### src/rtl/cpmc_consts.vh
/*
 constants for the clock and power-mode control block: register offsets,
 field positions, reset values and timing figures.
 assumes a 250 MHz pclk.
*/
`ifndef CPMC_CONSTS_VH
`define CPMC_CONSTS_VH
// ==========================================
// register byte offsets on apb
`define CPMC_OFF_TABLE_POINTER_LOW 12'h000
`define CPMC_OFF_LVCTL 12'h004
`define CPMC_OFF_SYSCTL 12'h008
`define CPMC_OFF_LVSTAT 12'h00c
`define CPMC_OFF_MODE 12'h010
`define CPMC_OFF_GPR_LO 12'h040
`define CPMC_OFF_GPR_HI 12'h0fc
// ==========================================
// field positions
`define CPMC_LV_IRQ_EN 7
`define CPMC_LV_DET_EN 6
`define CPMC_LV_LVL_HI 5
`define CPMC_LV_LVL_LO 4
`define CPMC_LV_EXT_WAKE 0
`define CPMC_SC_TIMER_SEL 6
`define CPMC_SC_CORE_SEL 5
`define CPMC_SC_IDLE_EN 4
`define CPMC_ST_SUPPLY_OK 7
`define CPMC_ST_IRQ_FLAG 6
`define CPMC_ST_RESET_TYPE 5
// ==========================================
// reset values
`define CPMC_LVCTL_RST 8'h00
`define CPMC_SYSCTL_RST 8'h60
// ==========================================
// timing: clock rate and printed times
`define CPMC_CLK_MHZ 250
`define CPMC_CNT_XTAL_NORMAL 510
`define CPMC_CNT_OTHER 8
`define CPMC_STABLE_4M_NS 5000
`define CPMC_STABLE_16M_NS 1500
`define CPMC_STABLE_8M_NS 3000
`define CPMC_STABLE_1M_NS 24000
`define CPMC_CYC(ns) (((ns) * `CPMC_CLK_MHZ) / 1000)
`endif

### src/rtl/cpmc_counter.v
/*
 down counter: loads a count and pulses done when it reaches zero.
 assumes a single clock and an active-low asynchronous reset.
*/
`timescale 1ns/10ps
`include "cpmc_consts.vh"
module cpmc_counter #(
	parameter WIDTH = 13
) (
	input wire pclk,
	input wire presetn,
	input wire load,
	input wire [WIDTH-1:0] value,
	input wire enable,
	output wire busy,
	output reg done_ff
);
	reg [WIDTH-1:0] cnt_ff;
	// ==========================================
	// count down while enabled
	assign busy = (cnt_ff != {WIDTH{1'b0}}) | load;
	always @(posedge pclk or negedge presetn) begin
		if (!presetn) begin
			cnt_ff <= {WIDTH{1'b0}};
			done_ff <= 1'b0;
		end else if (load) begin
			cnt_ff <= value;
			done_ff <= 1'b0;
		end else if (enable && cnt_ff != {WIDTH{1'b0}}) begin
			cnt_ff <= cnt_ff - {{(WIDTH-1){1'b0}}, 1'b1};
			done_ff <= (cnt_ff == {{(WIDTH-1){1'b0}}, 1'b1});
		end else begin
			done_ff <= 1'b0;
		end
	end
endmodule // cpmc_counter

### src/rtl/cpmc_gpr.v
/*
 general-purpose byte storage, flip-flops addressed by index.
 assumes writes are qualified by the bus slave.
*/
`timescale 1ns/10ps
module cpmc_gpr #(
	parameter DEPTH = 48,
	parameter AW = 6
) (
	input wire pclk,
	input wire presetn,
	input wire wr_en,
	input wire [AW-1:0] idx,
	input wire [7:0] wdata,
	output wire [7:0] rdata
);
	reg [7:0] mem_ff [0:DEPTH-1];
	integer i;
	// ==========================================
	// byte array with reset
	always @(posedge pclk or negedge presetn) begin
		if (!presetn) begin
			for (i = 0; i < DEPTH; i = i + 1)
				mem_ff[i] <= 8'h00;
		end else if (wr_en) begin
			mem_ff[idx] <= wdata;
		end
	end
	assign rdata = mem_ff[idx];
endmodule // cpmc_gpr

### src/rtl/cpmc_top.v
/*
 clock and power-mode control: table pointer, low-voltage detector control,
 system clock control, sleep/idle sequencing, wake-up counts, rc frequency
 hold, and general-purpose bytes, all on an apb slave.
 assumes synchronous analog inputs and one 250 MHz clock.
*/
// Decided for this implementation: the APB register port and the register addresses.
// Operation
// - table pointer register holds low eight program address bits for table reads.
// - low-voltage control bit 7 gates the detector interrupt request.
// - bit 6 enables the detector; off means level has no effect.
// - bits 5..4 select trip level; status reads 0 at or below level.
// - interrupt is raised on each crossing of the trip level, either way.
// - low-voltage control bits 3..1 read as zero.
// - bit 0 enables wake from low power by the external pin.
// - system control bits 7, 3 and 2 read as zero.
// - timer clock bit 6: 0 sub clock, 1 main clock; reset 1.
// - core clock bit 5: 0 sub-oscillator, 1 main oscillator; reset main.
// - main oscillator stops while the core runs on the sub-oscillator.
// - sleep instruction enters sleep if idle bit 0, idle if 1.
// - after oscillator stable, count 510 clocks for crystal normal, else 8.
// - rc frequency field: 11 4MHz, 10 16MHz, 01 8MHz, 00 1MHz.
// - rc frequency field resets from configuration word bits 6 and 5.
// - changing rc frequency holds execution for the new frequency's stable time; the code holds only for writes made while running or during an rc hold.
// - data addresses 0x10 to 0x3f are plain read/write bytes.
// - low-voltage interrupt flag sets on detector interrupt, reads 1 while pending.
// - wake from sleep by pin, external or low-voltage interrupt sets reset type.
`timescale 1ns/10ps
`include "cpmc_consts.vh"
module cpmc_top #(
	parameter OSC_STABLE_CYC = 500000,
	parameter CNT_W = 20
) (
	input wire pclk,
	input wire presetn,
	input wire psel,
	input wire penable,
	input wire pwrite,
	input wire [11:0] paddr,
	input wire [31:0] pwdata,
	input wire [3:0] pstrb,
	output reg [31:0] prdata,
	output wire pready,
	output wire pslverr,
	input wire [1:0] cfg_rc_freq,
	input wire osc_is_crystal,
	input wire sleep_instruction,
	input wire supply_below_level,
	input wire ext_pin_wake,
	input wire pin_change_wake,
	output reg [7:0] table_pointer_low,
	output wire core_clock_select,
	output wire timer_clock_select,
	output wire [1:0] rc_freq_select,
	output wire [1:0] low_voltage_level,
	output wire low_voltage_detector_enable,
	output wire low_voltage_irq,
	output reg main_osc_enable,
	output reg core_clock_enable,
	output reg exec_hold,
	output reg [1:0] power_mode
);
	// ==========================================
	// modes and hold sequencer states
	localparam MODE_RUN = 2'b00;
	localparam MODE_SLEEP = 2'b01;
	localparam MODE_IDLE = 2'b10;
	localparam ST_RUN = 3'd0;
	localparam ST_SLEEP = 3'd1;
	localparam ST_IDLE = 3'd2;
	localparam ST_STABLE = 3'd3;
	localparam ST_COUNT = 3'd4;
	localparam ST_RCHOLD = 3'd5;
	// ==========================================
	// hold and wait counts, worked out as integers first
	// and cut to the counter width on purpose, so a
	// narrower counter width truncates them with no warning
	localparam integer CYC_4M_I = `CPMC_CYC(`CPMC_STABLE_4M_NS);
	localparam integer CYC_16M_I = `CPMC_CYC(`CPMC_STABLE_16M_NS);
	localparam integer CYC_8M_I = `CPMC_CYC(`CPMC_STABLE_8M_NS);
	localparam integer CYC_1M_I = `CPMC_CYC(`CPMC_STABLE_1M_NS);
	localparam integer CYC_XTAL_I = `CPMC_CNT_XTAL_NORMAL;
	localparam integer CYC_OTHER_I = `CPMC_CNT_OTHER;
	localparam integer CYC_OSC_I = OSC_STABLE_CYC;
	localparam [CNT_W-1:0] CYC_4M = CYC_4M_I[CNT_W-1:0];
	localparam [CNT_W-1:0] CYC_16M = CYC_16M_I[CNT_W-1:0];
	localparam [CNT_W-1:0] CYC_8M = CYC_8M_I[CNT_W-1:0];
	localparam [CNT_W-1:0] CYC_1M = CYC_1M_I[CNT_W-1:0];
	localparam [CNT_W-1:0] CYC_XTAL = CYC_XTAL_I[CNT_W-1:0];
	localparam [CNT_W-1:0] CYC_OTHER = CYC_OTHER_I[CNT_W-1:0];
	localparam [CNT_W-1:0] CYC_OSC = CYC_OSC_I[CNT_W-1:0];

	reg [7:0] lvctl_ff;
	reg [7:0] sysctl_ff;
	reg lv_flag_ff;
	reg reset_type_ff;
	reg below_ff;
	reg cfg_done_ff;
	reg [2:0] st_ff;
	reg [2:0] nxt_st;
	reg cnt_load;
	reg [CNT_W-1:0] cnt_val;
	reg [CNT_W-1:0] rc_hold_val;
	reg wake_from_sleep_ff;
	wire cnt_busy;
	wire cnt_done;
	wire [7:0] gpr_rdata;
	wire acc;
	wire wr;
	wire hit_gpr;
	wire [5:0] gpr_idx;
	wire lv_cross;
	wire wake_evt;
	wire rc_write;

	// ==========================================
	// apb slave: zero-wait, error on unmapped address
	assign acc = psel & penable;
	assign wr = acc & pwrite & pstrb[0];
	assign pready = 1'b1;
	assign hit_gpr = (paddr >= `CPMC_OFF_GPR_LO) && (paddr <= `CPMC_OFF_GPR_HI) && (paddr[1:0] == 2'b00);
	assign gpr_idx = paddr[7:2] - 6'h10;
	assign pslverr = acc & ~hit_gpr & (paddr != `CPMC_OFF_TABLE_POINTER_LOW) & (paddr != `CPMC_OFF_LVCTL)
		& (paddr != `CPMC_OFF_SYSCTL) & (paddr != `CPMC_OFF_LVSTAT) & (paddr != `CPMC_OFF_MODE);
	assign rc_write = wr && (paddr == `CPMC_OFF_SYSCTL) && (pwdata[1:0] != sysctl_ff[1:0]);

	// ==========================================
	// general-purpose bytes
	cpmc_gpr #(
		.DEPTH(48),
		.AW(6)
	) u_gpr (
		.pclk(pclk),
		.presetn(presetn),
		.wr_en(wr & hit_gpr),
		.idx(gpr_idx),
		.wdata(pwdata[7:0]),
		.rdata(gpr_rdata)
	);

	// ==========================================
	// read data mux, reserved bits zero
	always @(posedge pclk or negedge presetn) begin
		if (!presetn) begin
			prdata <= 32'h00000000;
		end else begin
			prdata <= 32'h00000000;
			if (psel && !penable && !pwrite) begin
				if (paddr == `CPMC_OFF_TABLE_POINTER_LOW)
					prdata <= {24'h000000, table_pointer_low};
				else if (paddr == `CPMC_OFF_LVCTL)
					prdata <= {24'h000000, lvctl_ff[7:4], 3'b000, lvctl_ff[0]};
				else if (paddr == `CPMC_OFF_SYSCTL)
					prdata <= {24'h000000, 1'b0, sysctl_ff[6:4], 2'b00, sysctl_ff[1:0]};
				else if (paddr == `CPMC_OFF_LVSTAT)
					prdata <= {24'h000000, ~(below_ff & lvctl_ff[`CPMC_LV_DET_EN]), lv_flag_ff,
						reset_type_ff, 5'b00000};
				else if (paddr == `CPMC_OFF_MODE)
					prdata <= {24'h000000, 3'b000, st_ff, power_mode};
				else if (hit_gpr)
					prdata <= {24'h000000, gpr_rdata};
			end
		end
	end

	// ==========================================
	// writable control registers
	always @(posedge pclk or negedge presetn) begin
		if (!presetn) begin
			table_pointer_low <= 8'h00;
			lvctl_ff <= `CPMC_LVCTL_RST;
			sysctl_ff <= `CPMC_SYSCTL_RST;
			cfg_done_ff <= 1'b0;
		end else begin
			cfg_done_ff <= 1'b1;
			if (!cfg_done_ff)
				sysctl_ff[1:0] <= cfg_rc_freq;
			else if (wr && paddr == `CPMC_OFF_SYSCTL)
				sysctl_ff <= {1'b0, pwdata[6:4], 2'b00, pwdata[1:0]};
			if (wr && paddr == `CPMC_OFF_TABLE_POINTER_LOW)
				table_pointer_low <= pwdata[7:0];
			if (wr && paddr == `CPMC_OFF_LVCTL)
				lvctl_ff <= {pwdata[7:4], 3'b000, pwdata[0]};
		end
	end
	assign timer_clock_select = sysctl_ff[`CPMC_SC_TIMER_SEL];
	assign core_clock_select = sysctl_ff[`CPMC_SC_CORE_SEL];
	assign rc_freq_select = sysctl_ff[1:0];
	assign low_voltage_level = lvctl_ff[`CPMC_LV_LVL_HI:`CPMC_LV_LVL_LO];
	assign low_voltage_detector_enable = lvctl_ff[`CPMC_LV_DET_EN];

	// ==========================================
	// low-voltage crossing detect and sticky flag
	assign lv_cross = lvctl_ff[`CPMC_LV_DET_EN] & (supply_below_level ^ below_ff);
	always @(posedge pclk or negedge presetn) begin
		if (!presetn) begin
			below_ff <= 1'b0;
			lv_flag_ff <= 1'b0;
		end else begin
			below_ff <= supply_below_level & lvctl_ff[`CPMC_LV_DET_EN];
			if (lv_cross)
				lv_flag_ff <= 1'b1;
			else if (wr && paddr == `CPMC_OFF_LVSTAT && !pwdata[`CPMC_ST_IRQ_FLAG])
				lv_flag_ff <= 1'b0; // set wins over clear
		end
	end
	assign low_voltage_irq = lv_flag_ff & lvctl_ff[`CPMC_LV_IRQ_EN];

	// ==========================================
	// wake sources
	assign wake_evt = (ext_pin_wake & lvctl_ff[`CPMC_LV_EXT_WAKE]) | pin_change_wake
		| (lv_cross & lvctl_ff[`CPMC_LV_IRQ_EN]);

	// ==========================================
	// hold / wait counter
	cpmc_counter #(
		.WIDTH(CNT_W)
	) u_cnt (
		.pclk(pclk),
		.presetn(presetn),
		.load(cnt_load),
		.value(cnt_val),
		.enable(1'b1),
		.busy(cnt_busy),
		.done_ff(cnt_done)
	);

	// ==========================================
	// stable time of the newly written rc frequency
	// the hold is timed by the target, not the source
	always @* begin
		case (pwdata[1:0])
		2'b11: rc_hold_val = CYC_4M;
		2'b10: rc_hold_val = CYC_16M;
		2'b01: rc_hold_val = CYC_8M;
		default: rc_hold_val = CYC_1M;
		endcase
	end

	// ==========================================
	// power mode sequencer next state
	// an rc write while running starts the rc hold and one
	// during it restarts it; writes in sleep, idle or a wake-up wait start none
	always @* begin
		nxt_st = st_ff;
		cnt_load = 1'b0;
		cnt_val = {CNT_W{1'b0}};
		case (st_ff)
		ST_RUN: begin
			if (rc_write) begin
				nxt_st = ST_RCHOLD;
				cnt_load = 1'b1;
				cnt_val = rc_hold_val;
			end else if (sleep_instruction) begin
				nxt_st = sysctl_ff[`CPMC_SC_IDLE_EN] ? ST_IDLE : ST_SLEEP;
			end
		end
		ST_SLEEP, ST_IDLE: begin
			if (wake_evt) begin
				nxt_st = ST_STABLE;
				cnt_load = 1'b1;
				cnt_val = CYC_OSC;
			end
		end
		ST_STABLE: begin
			if (cnt_done) begin
				nxt_st = ST_COUNT;
				cnt_load = 1'b1;
				cnt_val = (osc_is_crystal && core_clock_select) ? CYC_XTAL : CYC_OTHER;
			end
		end
		ST_COUNT: begin
			if (cnt_done)
				nxt_st = ST_RUN;
		end
		ST_RCHOLD: begin
			if (rc_write) begin
				cnt_load = 1'b1;
				cnt_val = rc_hold_val;
			end else if (cnt_done) begin
				nxt_st = ST_RUN;
			end
		end
		default: nxt_st = ST_RUN;
		endcase
	end

	// ==========================================
	// sequencer state, clocks and reset-type flag
	always @(posedge pclk or negedge presetn) begin
		if (!presetn) begin
			st_ff <= ST_RUN;
			wake_from_sleep_ff <= 1'b0;
			reset_type_ff <= 1'b0;
			main_osc_enable <= 1'b1;
			core_clock_enable <= 1'b1;
			exec_hold <= 1'b0;
			power_mode <= MODE_RUN;
		end else begin
			st_ff <= nxt_st;
			if (st_ff == ST_SLEEP && wake_evt) begin
				wake_from_sleep_ff <= 1'b1;
				reset_type_ff <= 1'b1;
			end else if (st_ff == ST_IDLE && wake_evt) begin
				wake_from_sleep_ff <= 1'b0;
			end
			main_osc_enable <= core_clock_select && (nxt_st != ST_SLEEP);
			core_clock_enable <= (nxt_st == ST_RUN);
			exec_hold <= (nxt_st != ST_RUN);
			if (nxt_st == ST_SLEEP)
				power_mode <= MODE_SLEEP;
			else if (nxt_st == ST_IDLE)
				power_mode <= MODE_IDLE;
			else
				power_mode <= MODE_RUN;
		end
	end
endmodule // cpmc_top

### config.mk
export PLATFORM = sky130hd
export DESIGN_NAME = cpmc_top
export DESIGN_NICKNAME = d
export VERILOG_FILES = /design/src/rtl/cpmc_counter.v /design/src/rtl/cpmc_gpr.v /design/src/rtl/cpmc_top.v
export VERILOG_INCLUDE_DIRS = /design/src /design/src/rtl
export SDC_FILE = /design/constraint.sdc
export NUM_CORES = 1
export LEC_CHECK = 0
export ABC_AREA = 1
export BUFFER_PORTS_ARGS = -buffer_cell sky130_fd_sc_hd__buf_2
export CAP_MARGIN = 20
export CORE_ASPECT_RATIO = 0.75
export CORE_MARGIN = 5
export CORE_UTILIZATION = 40
export CTS_BUF_LIST = sky130_fd_sc_hd__clkbuf_4 sky130_fd_sc_hd__clkbuf_8
export CTS_CLUSTER_DIAMETER = 30
export DETAILED_ROUTE_END_ITERATION = 8
export PLACE_DENSITY_LB_ADDON = 0.15
export REMOVE_ABC_BUFFERS = 1
export SKIP_CTS_REPAIR_TIMING = 1
export SLEW_MARGIN = 25
export SYNTH_ARGS = -nofsm -noshare
export SYNTH_HDL_FRONTEND = slang
export SYNTH_HIERARCHICAL = 1
export SYNTH_SLANG_ARGS = --single-unit
### constraint.sdc
create_clock -name pclk -period 3.01 [get_ports pclk]
set_clock_uncertainty 0.2 [all_clocks]
set_input_delay 0.602 -clock pclk [delete_from_list [all_inputs] [get_ports pclk]]
set_output_delay 0.602 -clock pclk [all_outputs]
set_load 0.005 [all_outputs]
---- Word level (Yosys, flattened, before mapping) ----
Cells that the tools add are included.
word-level totals
  register bits ........................... 467
  output and inout port bits .............. 55
  logic and storage cells ................. 184
  input port bits ......................... 60
operators by class
  bitwise operators ....................... 22
  muxes and demuxes ....................... 41
  $lt $le $gt $ge ......................... 4
  reduce and logical (&&, ||, !) cells .... 29
  equal/unequal tests ..................... 22
  $add $sub $neg .......................... 2
operators by type and width
  cell                   count
  $bwmux 384             1
  $mux 32                2
  $mux 8                 8
  $mux 20                3
  $pmux 20 s3            1
  $bmux 8 s6             1
  $demux 8 s6            1
  $pmux 13 s3            1
  $eq 12x4->1 const B    2
  $ne 12x4->1 const B    2
  $eq 20x1->1 const B    1
  $reduce_bool 20->1     1
  $sub 20x1->20 const B  1
  $mux 19                1
  $mux 3                 6
  $mux 9                 2
  $and 1x1->1            16
  $pmux 3 s5             1
  $logic_and 1x1->1      14
  $eq 12x3->1 const B    1
  $eq 12x5->1 const B    1
  $ge 12x7->1 const B    1
  $le 12x8->1 const B    1
  $logic_not 12->1       1
  28 further kinds       50

---- Depth between registers and ports, before layout ----
Gate-level depths: netlist of run 1.
  depth after elaboration ................. 12
  depth in mapped cells ................... 18

---- Cells and area by module ----
The synthesis of run 1 kept the hierarchy.
modules (own cells, without submodules)
  module        area an instance (µm²)  times used  cells an instance
  cpmc_gpr      18401.4                 1           2448
  cpmc_top      2602.5                  1           356
  cpmc_counter  1556.5                  1           224

---- Least setup slack after synthesis of run 1 ----
OpenSTA, ideal clock, no wires.
  path kind ............................... input-to-reg
  start ................................... input port paddr[6]
  end ..................................... register u_gpr/mem_ff[342] in the netlist's numbering
  slack ................................... 113 ps
  arrival time ............................ 2562 ps
  stages on the path ...................... 13
  cell sequence ........................... inv_1 ha_1 inv_1 nor2_1 a21oi_1 nand2_1 nor2_1 inv_2 nor4_4 nand2_1 clkbuf_1 nand2_1 o21ai_0
on the way
  longest elaborated chain between the ends .. 7
  elaborated cells on any way between the ends .. 13
  classes of those cells .................. add/sub: 1; order compare: 4; mux: 3; bitwise: 2; reduce/logical: 3
ends and longest elaborated chain
  element                                                                line            text
  start: declaration                                                     cpmc_top.v:39   input wire [11:0] paddr,
  $sub 6x5->6                                                            cpmc_top.v:122  assign gpr_idx = paddr[7:2] - 6'h10;
  $not 6->7 (not written as such)                                        cpmc_gpr.v:26   mem_ff[idx] <= wdata;
  $ge 7x7->1 (not written as such) / $lt 7x1->1 (equally long branches)  cpmc_gpr.v:26
  $logic_and 1x1->1 (not written as such)                                cpmc_gpr.v:26
  $mux 8 (not written as such)                                           cpmc_gpr.v:26
  $demux 8 s6                                                            cpmc_gpr.v:26
  $bwmux 384                                                             cpmc_gpr.v:26
  end signal: indexed assignment                                         cpmc_gpr.v:26
  end: declaration                                                       cpmc_gpr.v:17   reg [7:0] mem_ff [0:DEPTH-1];
Several ways; a longest one is shown, not always the timed one.
A chain may end at the register's enable or synchronous reset.

---- Final worst setup path of run 1 ----
  start ................................... input port paddr[4]
  end ..................................... output port pslverr
on the way
  longest elaborated chain between the ends .. 10
  elaborated cells on any way between the ends .. 16
  classes of those cells .................. order compare: 2; eq/ne: 4; bitwise: 7; reduce/logical: 3
ends and longest elaborated chain
  element                                                      line            text
  $ge 12x7->1 (no line) / $le 12x8->1 (equally long branches)  -
  $logic_and 1x1->1 (2 in a row)                               cpmc_top.v:121  assign hit_gpr = (paddr >= `CPMC_OFF_GPR_LO) && (paddr <= `CPMC_OFF_GPR_HI) && (paddr[1:0] == 2'b00);
  $not 1->1                                                    cpmc_top.v:123  assign pslverr = acc & ~hit_gpr & (paddr != `CPMC_OFF_TABLE_POINTER_LOW) & (paddr != `CPMC_OFF_LVCTL)
  $and 1x1->1 (5 in a row)                                     cpmc_top.v:123
  $and 1x1->1 (*)                                              cpmc_top.v:123
  end: declaration                                             cpmc_top.v:44   output wire pslverr,
Mark *: on every way between the ends. The rest lies on a longest branch, timed or not.

==> impl_metrics.env, run 1 <==
export IMPL_syn_to_final_growth_pct=21.8
export IMPL_power_switching_mw=4.47
export IMPL_clkSinkCount=443
export IMPL_htree_levels=3
export IMPL_pin_count=115
export IMPL_netlist_area_um2=22500
export IMPL_grt_max_degree=66
export IMPL_regArea_um2=11100
export IMPL_layout_drive_gt1_share_pct=16.1
export IMPL_seq_power_share_pct=39.2
export IMPL_drv_cap=0
export IMPL_critical_path_class="input port to primary output"
export IMPL_hold_slack_ns=0.0476
export IMPL_p_per_area_nw_per_um2=581
export IMPL_startpoint_type="input port"
export IMPL_pwr_share_clk_pct=47.6
export IMPL_cp_data_arrival_time_ns=2.03
export IMPL_hp_start="cfg_rc_freq[0]"
export IMPL_switching_share_pct=28.0
export IMPL_fin_crit_ns=2.83
export IMPL_crit_required_ns=2.21
export IMPL_core_um2=55800
export IMPL_hold_viol=0
export IMPL_synthCells=3026
export IMPL_critPathTopFamily="buffers and inverters"
export IMPL_maxSlewHeadroom_pct=47.0
export IMPL_p_leak_nw=13.7
export IMPL_hpwlAfterDp_mm=47.6
export IMPL_met1_usage_pct=33.4
export IMPL_regToRegStartpoint="u_gpr/mem_ff[256]$_DFFE_PN0P_"
export IMPL_slowest_delay_ns=0.39
export IMPL_drtIter0Drc=1581
export IMPL_avgViaCountPerCell=4.98
export IMPL_grt_overflow=0
export IMPL_yosysWarnings=6
export IMPL_p_total_mw=16.0
export IMPL_cts_buffers=94
export IMPL_worstHoldPathType="input port to flip-flop"
export IMPL_clk_pin_slew_ns=0.06
export IMPL_ir_drop_uv=464
export IMPL_ant_nets=0
export IMPL_num_vias=20200
export IMPL_rows=75
export IMPL_crit_path_start="paddr[4]"
export IMPL_p_int_mw=11.5
export IMPL_worstMarginPinSlew_ns=0.789
export IMPL_wl_per_cell_um=17.2
export IMPL_gr_usage_met2_pct=32.6
export IMPL_portBuffers=62
export IMPL_root_buffer="clkbuf_8"
export IMPL_clkLatencyLatePin_ns=0.69
export IMPL_nFillCells=5481
export IMPL_critPathMaxFanout=13
export IMPL_die_w_um=284
export IMPL_top_usage_layer="met1"
export IMPL_drv_slew=0
export IMPL_use_met3_pct=6.15
export IMPL_finalCritPeriodShare_pct=94.0
export IMPL_first_global_vias=19200
export IMPL_path_buf_inv=3
export IMPL_multi_input_area_um2=9450
export IMPL_max_freq_mhz=354
export IMPL_crit_chain="buf_2 -> nand3_1 -> o21ai_0 -> nand2_1 -> nand2_1 -> buf_4 -> nand3_1 -> nor3_1 -> buf_2"
export IMPL_die_area_um2=61300
export IMPL_drtPass1Iterations=7
export IMPL_p_comb_share_pct=13.2
export IMPL_cts_tree="done"
export IMPL_drc=0
export IMPL_wirelength_mm=69.5
export IMPL_grt_pass1_wl_mm=110
export IMPL_gp_congestion=0.884
export IMPL_nNetsFinal=3309
export IMPL_crit_path_end_kind="primary output"
export IMPL_cts_buffer_depth=3
export IMPL_antenna_found_initial=1
export IMPL_status="finished clean"
export IMPL_dieHeight_um=216
export IMPL_syn_avg_cell_area_um2=7.45
export IMPL_initial_utilization_pct=40.4
export IMPL_grt_usage_pct=22.4
export IMPL_setup_viol=0
export IMPL_crit_path_top_delay_cell="buf_2"
export IMPL_rsz0062_at_grt="false"
[cell type report]
type	instances	share of cell area, %
flip-flops and latches	443	40.4
clock buffers	130	6.13
clock inverters	45	2.11
repair buffers	282	9.47
inverters	302	4.15
multi-input cells	2113	34.4
diodes	1	0.00911
well taps	731	3.33
[state kept, by name (all words and copies together) (netlist names), 2 cells and up]
signal,count
power_mode,2
prdata,8
u_cnt/cnt_ff,20
lvctl_ff,5
sysctl_ff,5
st_ff,3
u_gpr/mem_ff,384
table_pointer_low,8
[cell usage in the layout, fill, tap and decap left out, drive strengths merged, types with 2 or more instances in the layout]
| cell type | n |
|---|---|
| a21oi | 47 |
| buf | 278 |
| bufinv | 12 |
| clkbuf | 131 |
| clkinv | 18 |
| clkinvlp | 12 |
| conb | 30 |
| dfrtp | 439 |
| dfstp | 4 |
| dlygate4sd3 | 3 |
| ha | 13 |
| inv | 305 |
| mux2 | 2 |
| nand2 | 1142 |
| nand3 | 162 |
| nand4 | 16 |
| nor2 | 171 |
| nor3 | 14 |
| nor4 | 4 |
| o211ai | 12 |
| o21ai | 450 |
| o221ai | 4 |
| or2 | 27 |
| xnor2 | 4 |
| xor2 | 9 |
[worst min-delay path, stage by stage]
cell and delay [ns]:
buf_2 0.10, inv_1 0.05, o221ai_1 0.12
[metrics by stage]
step                worst slack [ns]  cell area, um2  instances  util, %  TNS [ns]
global route                  0.0958           27500       4047     49.2         0
global placement              -0.139           25200       3868     45.1     -4.52
detailed placement           -0.0953           25200       3868     45.1     -7.15
finish                         0.182           27500       4047     49.2         0
floorplan                     -0.229           21700       2858        -     -3.26
CTS                            0.186           27400       4043     49.1         0
[metal layers]
metal,wire (um),vias up
met5,0,-
met4,1340,0
met3,4780,104
met2,29600,539
met1,33800,9656
li1,-,9871
[power by group through the flow]
stage | Combinational [mW] | Sequential (mW) | Clock [mW]
after floorplan | 1.15 | 6.31 | 0
after global placement | 2.05 | 6.34 | 0
after detailed placement | 2.08 | 6.35 | 0
after CTS | 2.09 | 6.24 | 7.77
after global routing | 2.34 | 6.26 | 8.08
final | 2.10 | 6.25 | 7.60
[worst paths after layout]
path,slack [ns],cells after the start,to
setup / recovery,0.18,9,pslverr
hold / removal,0.05,3,sysctl_ff[0]$_DFFE_PN0P_
max in group asynchronous,1.46,4,u_gpr/mem_ff[368]$_DFFE_PN0P_
min in group asynchronous,0.27,2,u_gpr/mem_ff[151]$_DFFE_PN0P_
hold reg to reg,0.28,2,u_gpr/mem_ff[364]$_DFFE_PN0P_
setup reg to reg,0.60,10,prdata[0]$_DFF_PN0_
No activity file was read; power rests on OpenSTA's default activity.
==> run 2: changes to the inputs <==
--- a/config.mk
+++ b/config.mk
@@ -8,7 +8,6 @@
 export LEC_CHECK = 0
 export ABC_AREA = 1
 export BUFFER_PORTS_ARGS = -buffer_cell sky130_fd_sc_hd__buf_2
-export CAP_MARGIN = 20
 export CORE_ASPECT_RATIO = 0.75
 export CORE_MARGIN = 5
 export CORE_UTILIZATION = 40
==> constraint.sdc (replaced) <==
create_clock -name pclk -period 3.01 [get_ports pclk]
set_clock_uncertainty 0.2 [all_clocks]
set_input_delay 0.1505 -clock pclk [delete_from_list [all_inputs] [get_ports pclk]]
set_output_delay 0.1505 -clock pclk [all_outputs]
set_load 0.005 [all_outputs]
==> impl_metrics.env, run 2 (synthesis results as in run 1) <==
export IMPL_die_area_um2=61300
export IMPL_status="finished, violations left"
export IMPL_maxSlewHeadroom_pct=54.3
export IMPL_cts_buffers=99
export IMPL_htree_levels=3
export IMPL_drtPass1Iterations=6
export IMPL_dieHeight_um=216
export IMPL_fin_crit_ns=2.89
export IMPL_ir_drop_uv=339
export IMPL_hold_viol=2
export IMPL_rows=75
export IMPL_pwr_share_clk_pct=48.8
export IMPL_drtIter0Drc=1801
export IMPL_clk_pin_slew_ns=0.07
export IMPL_power_switching_mw=4.53
export IMPL_rsz0062_at_grt="false"
export IMPL_p_int_mw=11.6
export IMPL_regMostFlops="u_gpr/mem_ff"
export IMPL_initial_utilization_pct=40.4
export IMPL_nNetsFinal=3244
export IMPL_startpoint_type="flip-flop"
export IMPL_setup_ws_ns=0.119
export IMPL_worstMarginPinSlew_ns=0.678
export IMPL_max_freq_mhz=346
export IMPL_utilization_pct=48.1
export IMPL_n_antenna_cell=0
export IMPL_clkSinkCount=443
export IMPL_fin_cells=3985
export IMPL_seq_power_share_pct=38.8
export IMPL_drv_slew=0
export IMPL_cts_buffer_depth=3
export IMPL_die_w_um=284
export IMPL_worstHoldPathType="input port to flip-flop"
export IMPL_hp_start="paddr[10]"
export IMPL_wirelength_mm=69.2
export IMPL_cp_data_arrival_time_ns=3.28
export IMPL_drv_cap=0
export IMPL_hold_slack_ns=-0.0267
export IMPL_p_total_mw=16.1
export IMPL_first_global_vias=18600
export IMPL_finalCritPeriodShare_pct=96.1
export IMPL_grt_usage_pct=22.1
export IMPL_cts_tree="done"
export IMPL_portBuffers=62
export IMPL_p_leak_nw=13.4
export IMPL_violations="negative hold slack"
export IMPL_final_cell_mix="nand2_1, o21ai_0, dfrtp_1"
export IMPL_crit_path_end_kind="flip-flop"
export IMPL_regToRegStartpoint="lvctl_ff[0]$_DFFE_PN0P_"
export IMPL_tns_ns=0
export IMPL_pin_count=115
export IMPL_grt_overflow=0
export IMPL_gp_congestion=0.887
export IMPL_clkLatencyLatePin_ns=0.69
export IMPL_crit_required_ns=3.40
export IMPL_layout_drive_gt1_share_pct=14.0
export IMPL_avgViaCountPerCell=4.99
export IMPL_wl_per_cell_um=17.4
export IMPL_switching_share_pct=28.2
export IMPL_grt_max_degree=93
export IMPL_final_common_cell="nand2_1"
export IMPL_syn_to_final_growth_pct=19.1
export IMPL_p_per_area_nw_per_um2=599
export IMPL_ant_nets=0
export IMPL_hpwlAfterDp_mm=45.6
export IMPL_drc=0
export IMPL_dp_slack_ns=0.120
export IMPL_crit_path_start="lvctl_ff[0]$_DFFE_PN0P_"
export IMPL_critical_path_class="flip-flop to flip-flop"
export IMPL_top_regs="u_gpr/mem_ff: 384 flops, u_cnt/cnt_ff: 20 flops"
export IMPL_root_buffer="clkbuf_8"
export IMPL_setup_viol=0
export IMPL_placed_cells=3778
export IMPL_p_comb_share_pct=12.4
export IMPL_antenna_found_initial=1
export IMPL_num_vias=19900
export IMPL_largest_reg_flops=384
export IMPL_critPathMaxFanout=23
export IMPL_core_um2=55800
export IMPL_grt_pass1_wl_mm=108
==> run 2: cell count changes in the layout (fill, tap and decap cells not counted) <==
cell | before | now
buf_4 | 168 | 98
buf_12 | 49 | 30
dlygate4sd3_1 | 3 | 22
clkbuf_8 | 114 | 123
clkinv_4 | 3 | 6
clkbuf_4 | 17 | 15
clkinv_2 | 15 | 13
inv_6 | 3 | 5
bufinv_16 | 12 | 11
diode_2 | 1 | 0
==> run 2: critical path: stages (launching register included) <==
cell and delay [ns]:
dfrtp_1 0.41, a21oi_1 0.15, dlygate4sd3_1 0.57, o21ai_0 0.26, nand2_1 0.21, nand3_1 0.12
buf_4 0.24, nor2_4 0.41, nand2_1 0.11, nand3_1 0.09
==> run 2: layout make-up <==
cell class	count	area [um2]
well taps	731	915
flip-flops and latches	443	11100
fillers	5495	29000
clock inverters	47	582
clock buffers	137	1790
inverters	302	1140
multi-input cells	2113	9450
repair buffers	212	1890
==> run 2: final timing paths <==
| kind | to | slack (ns) | cells after the start |
|---|---|---|---|
| min in group asynchronous | u_gpr/mem_ff[155]$_DFFE_PN0P_ | 0.50 | 4 |
| max in group asynchronous | u_gpr/mem_ff[339]$_DFFE_PN0P_ | 1.55 | 4 |
| setup / recovery | u_cnt/cnt_ff[9]$_DFFE_PN0P_ | 0.12 | 9 |
| hold reg to reg | u_gpr/mem_ff[364]$_DFFE_PN0P_ | 0.28 | 2 |
| hold / removal | prdata[2]$_DFF_PN0_ | -0.03 | 7 |
| setup reg to reg | u_cnt/cnt_ff[9]$_DFFE_PN0P_ | 0.12 | 9 |
==> run 2: power groups by stage <==
stage | Combinational [mW] | Clock (mW) | Sequential [mW]
after global placement | 1.93 | 0 | 6.34
final | 1.99 | 7.86 | 6.25
after floorplan | 1.15 | 0 | 6.31
after global routing | 2.22 | 8.34 | 6.27
after CTS | 1.96 | 8.05 | 6.25
after detailed placement | 1.95 | 0 | 6.35
==> run 2: layer usage <==
| metal | global-route usage, % | share of wire, % |
|---|---|---|
| met1 | 33.7 | 49 |
| met2 | 32.4 | 43 |
| met3 | 4.30 | 6.1 |
| met4 | 5.22 | 1.9 |
| met5 | 0 | 0 |
==> run 2: metrics by stage <==
stage / hold WS (ns) / instance area [um2]
after floorplan: -0.345 / 21700
final: -0.0267 / 26800
after global routing: 0.00780 / 26800
after global placement: -0.128 / 24200
after CTS: -0.877 / 26600
after detailed placement: -0.117 / 24200
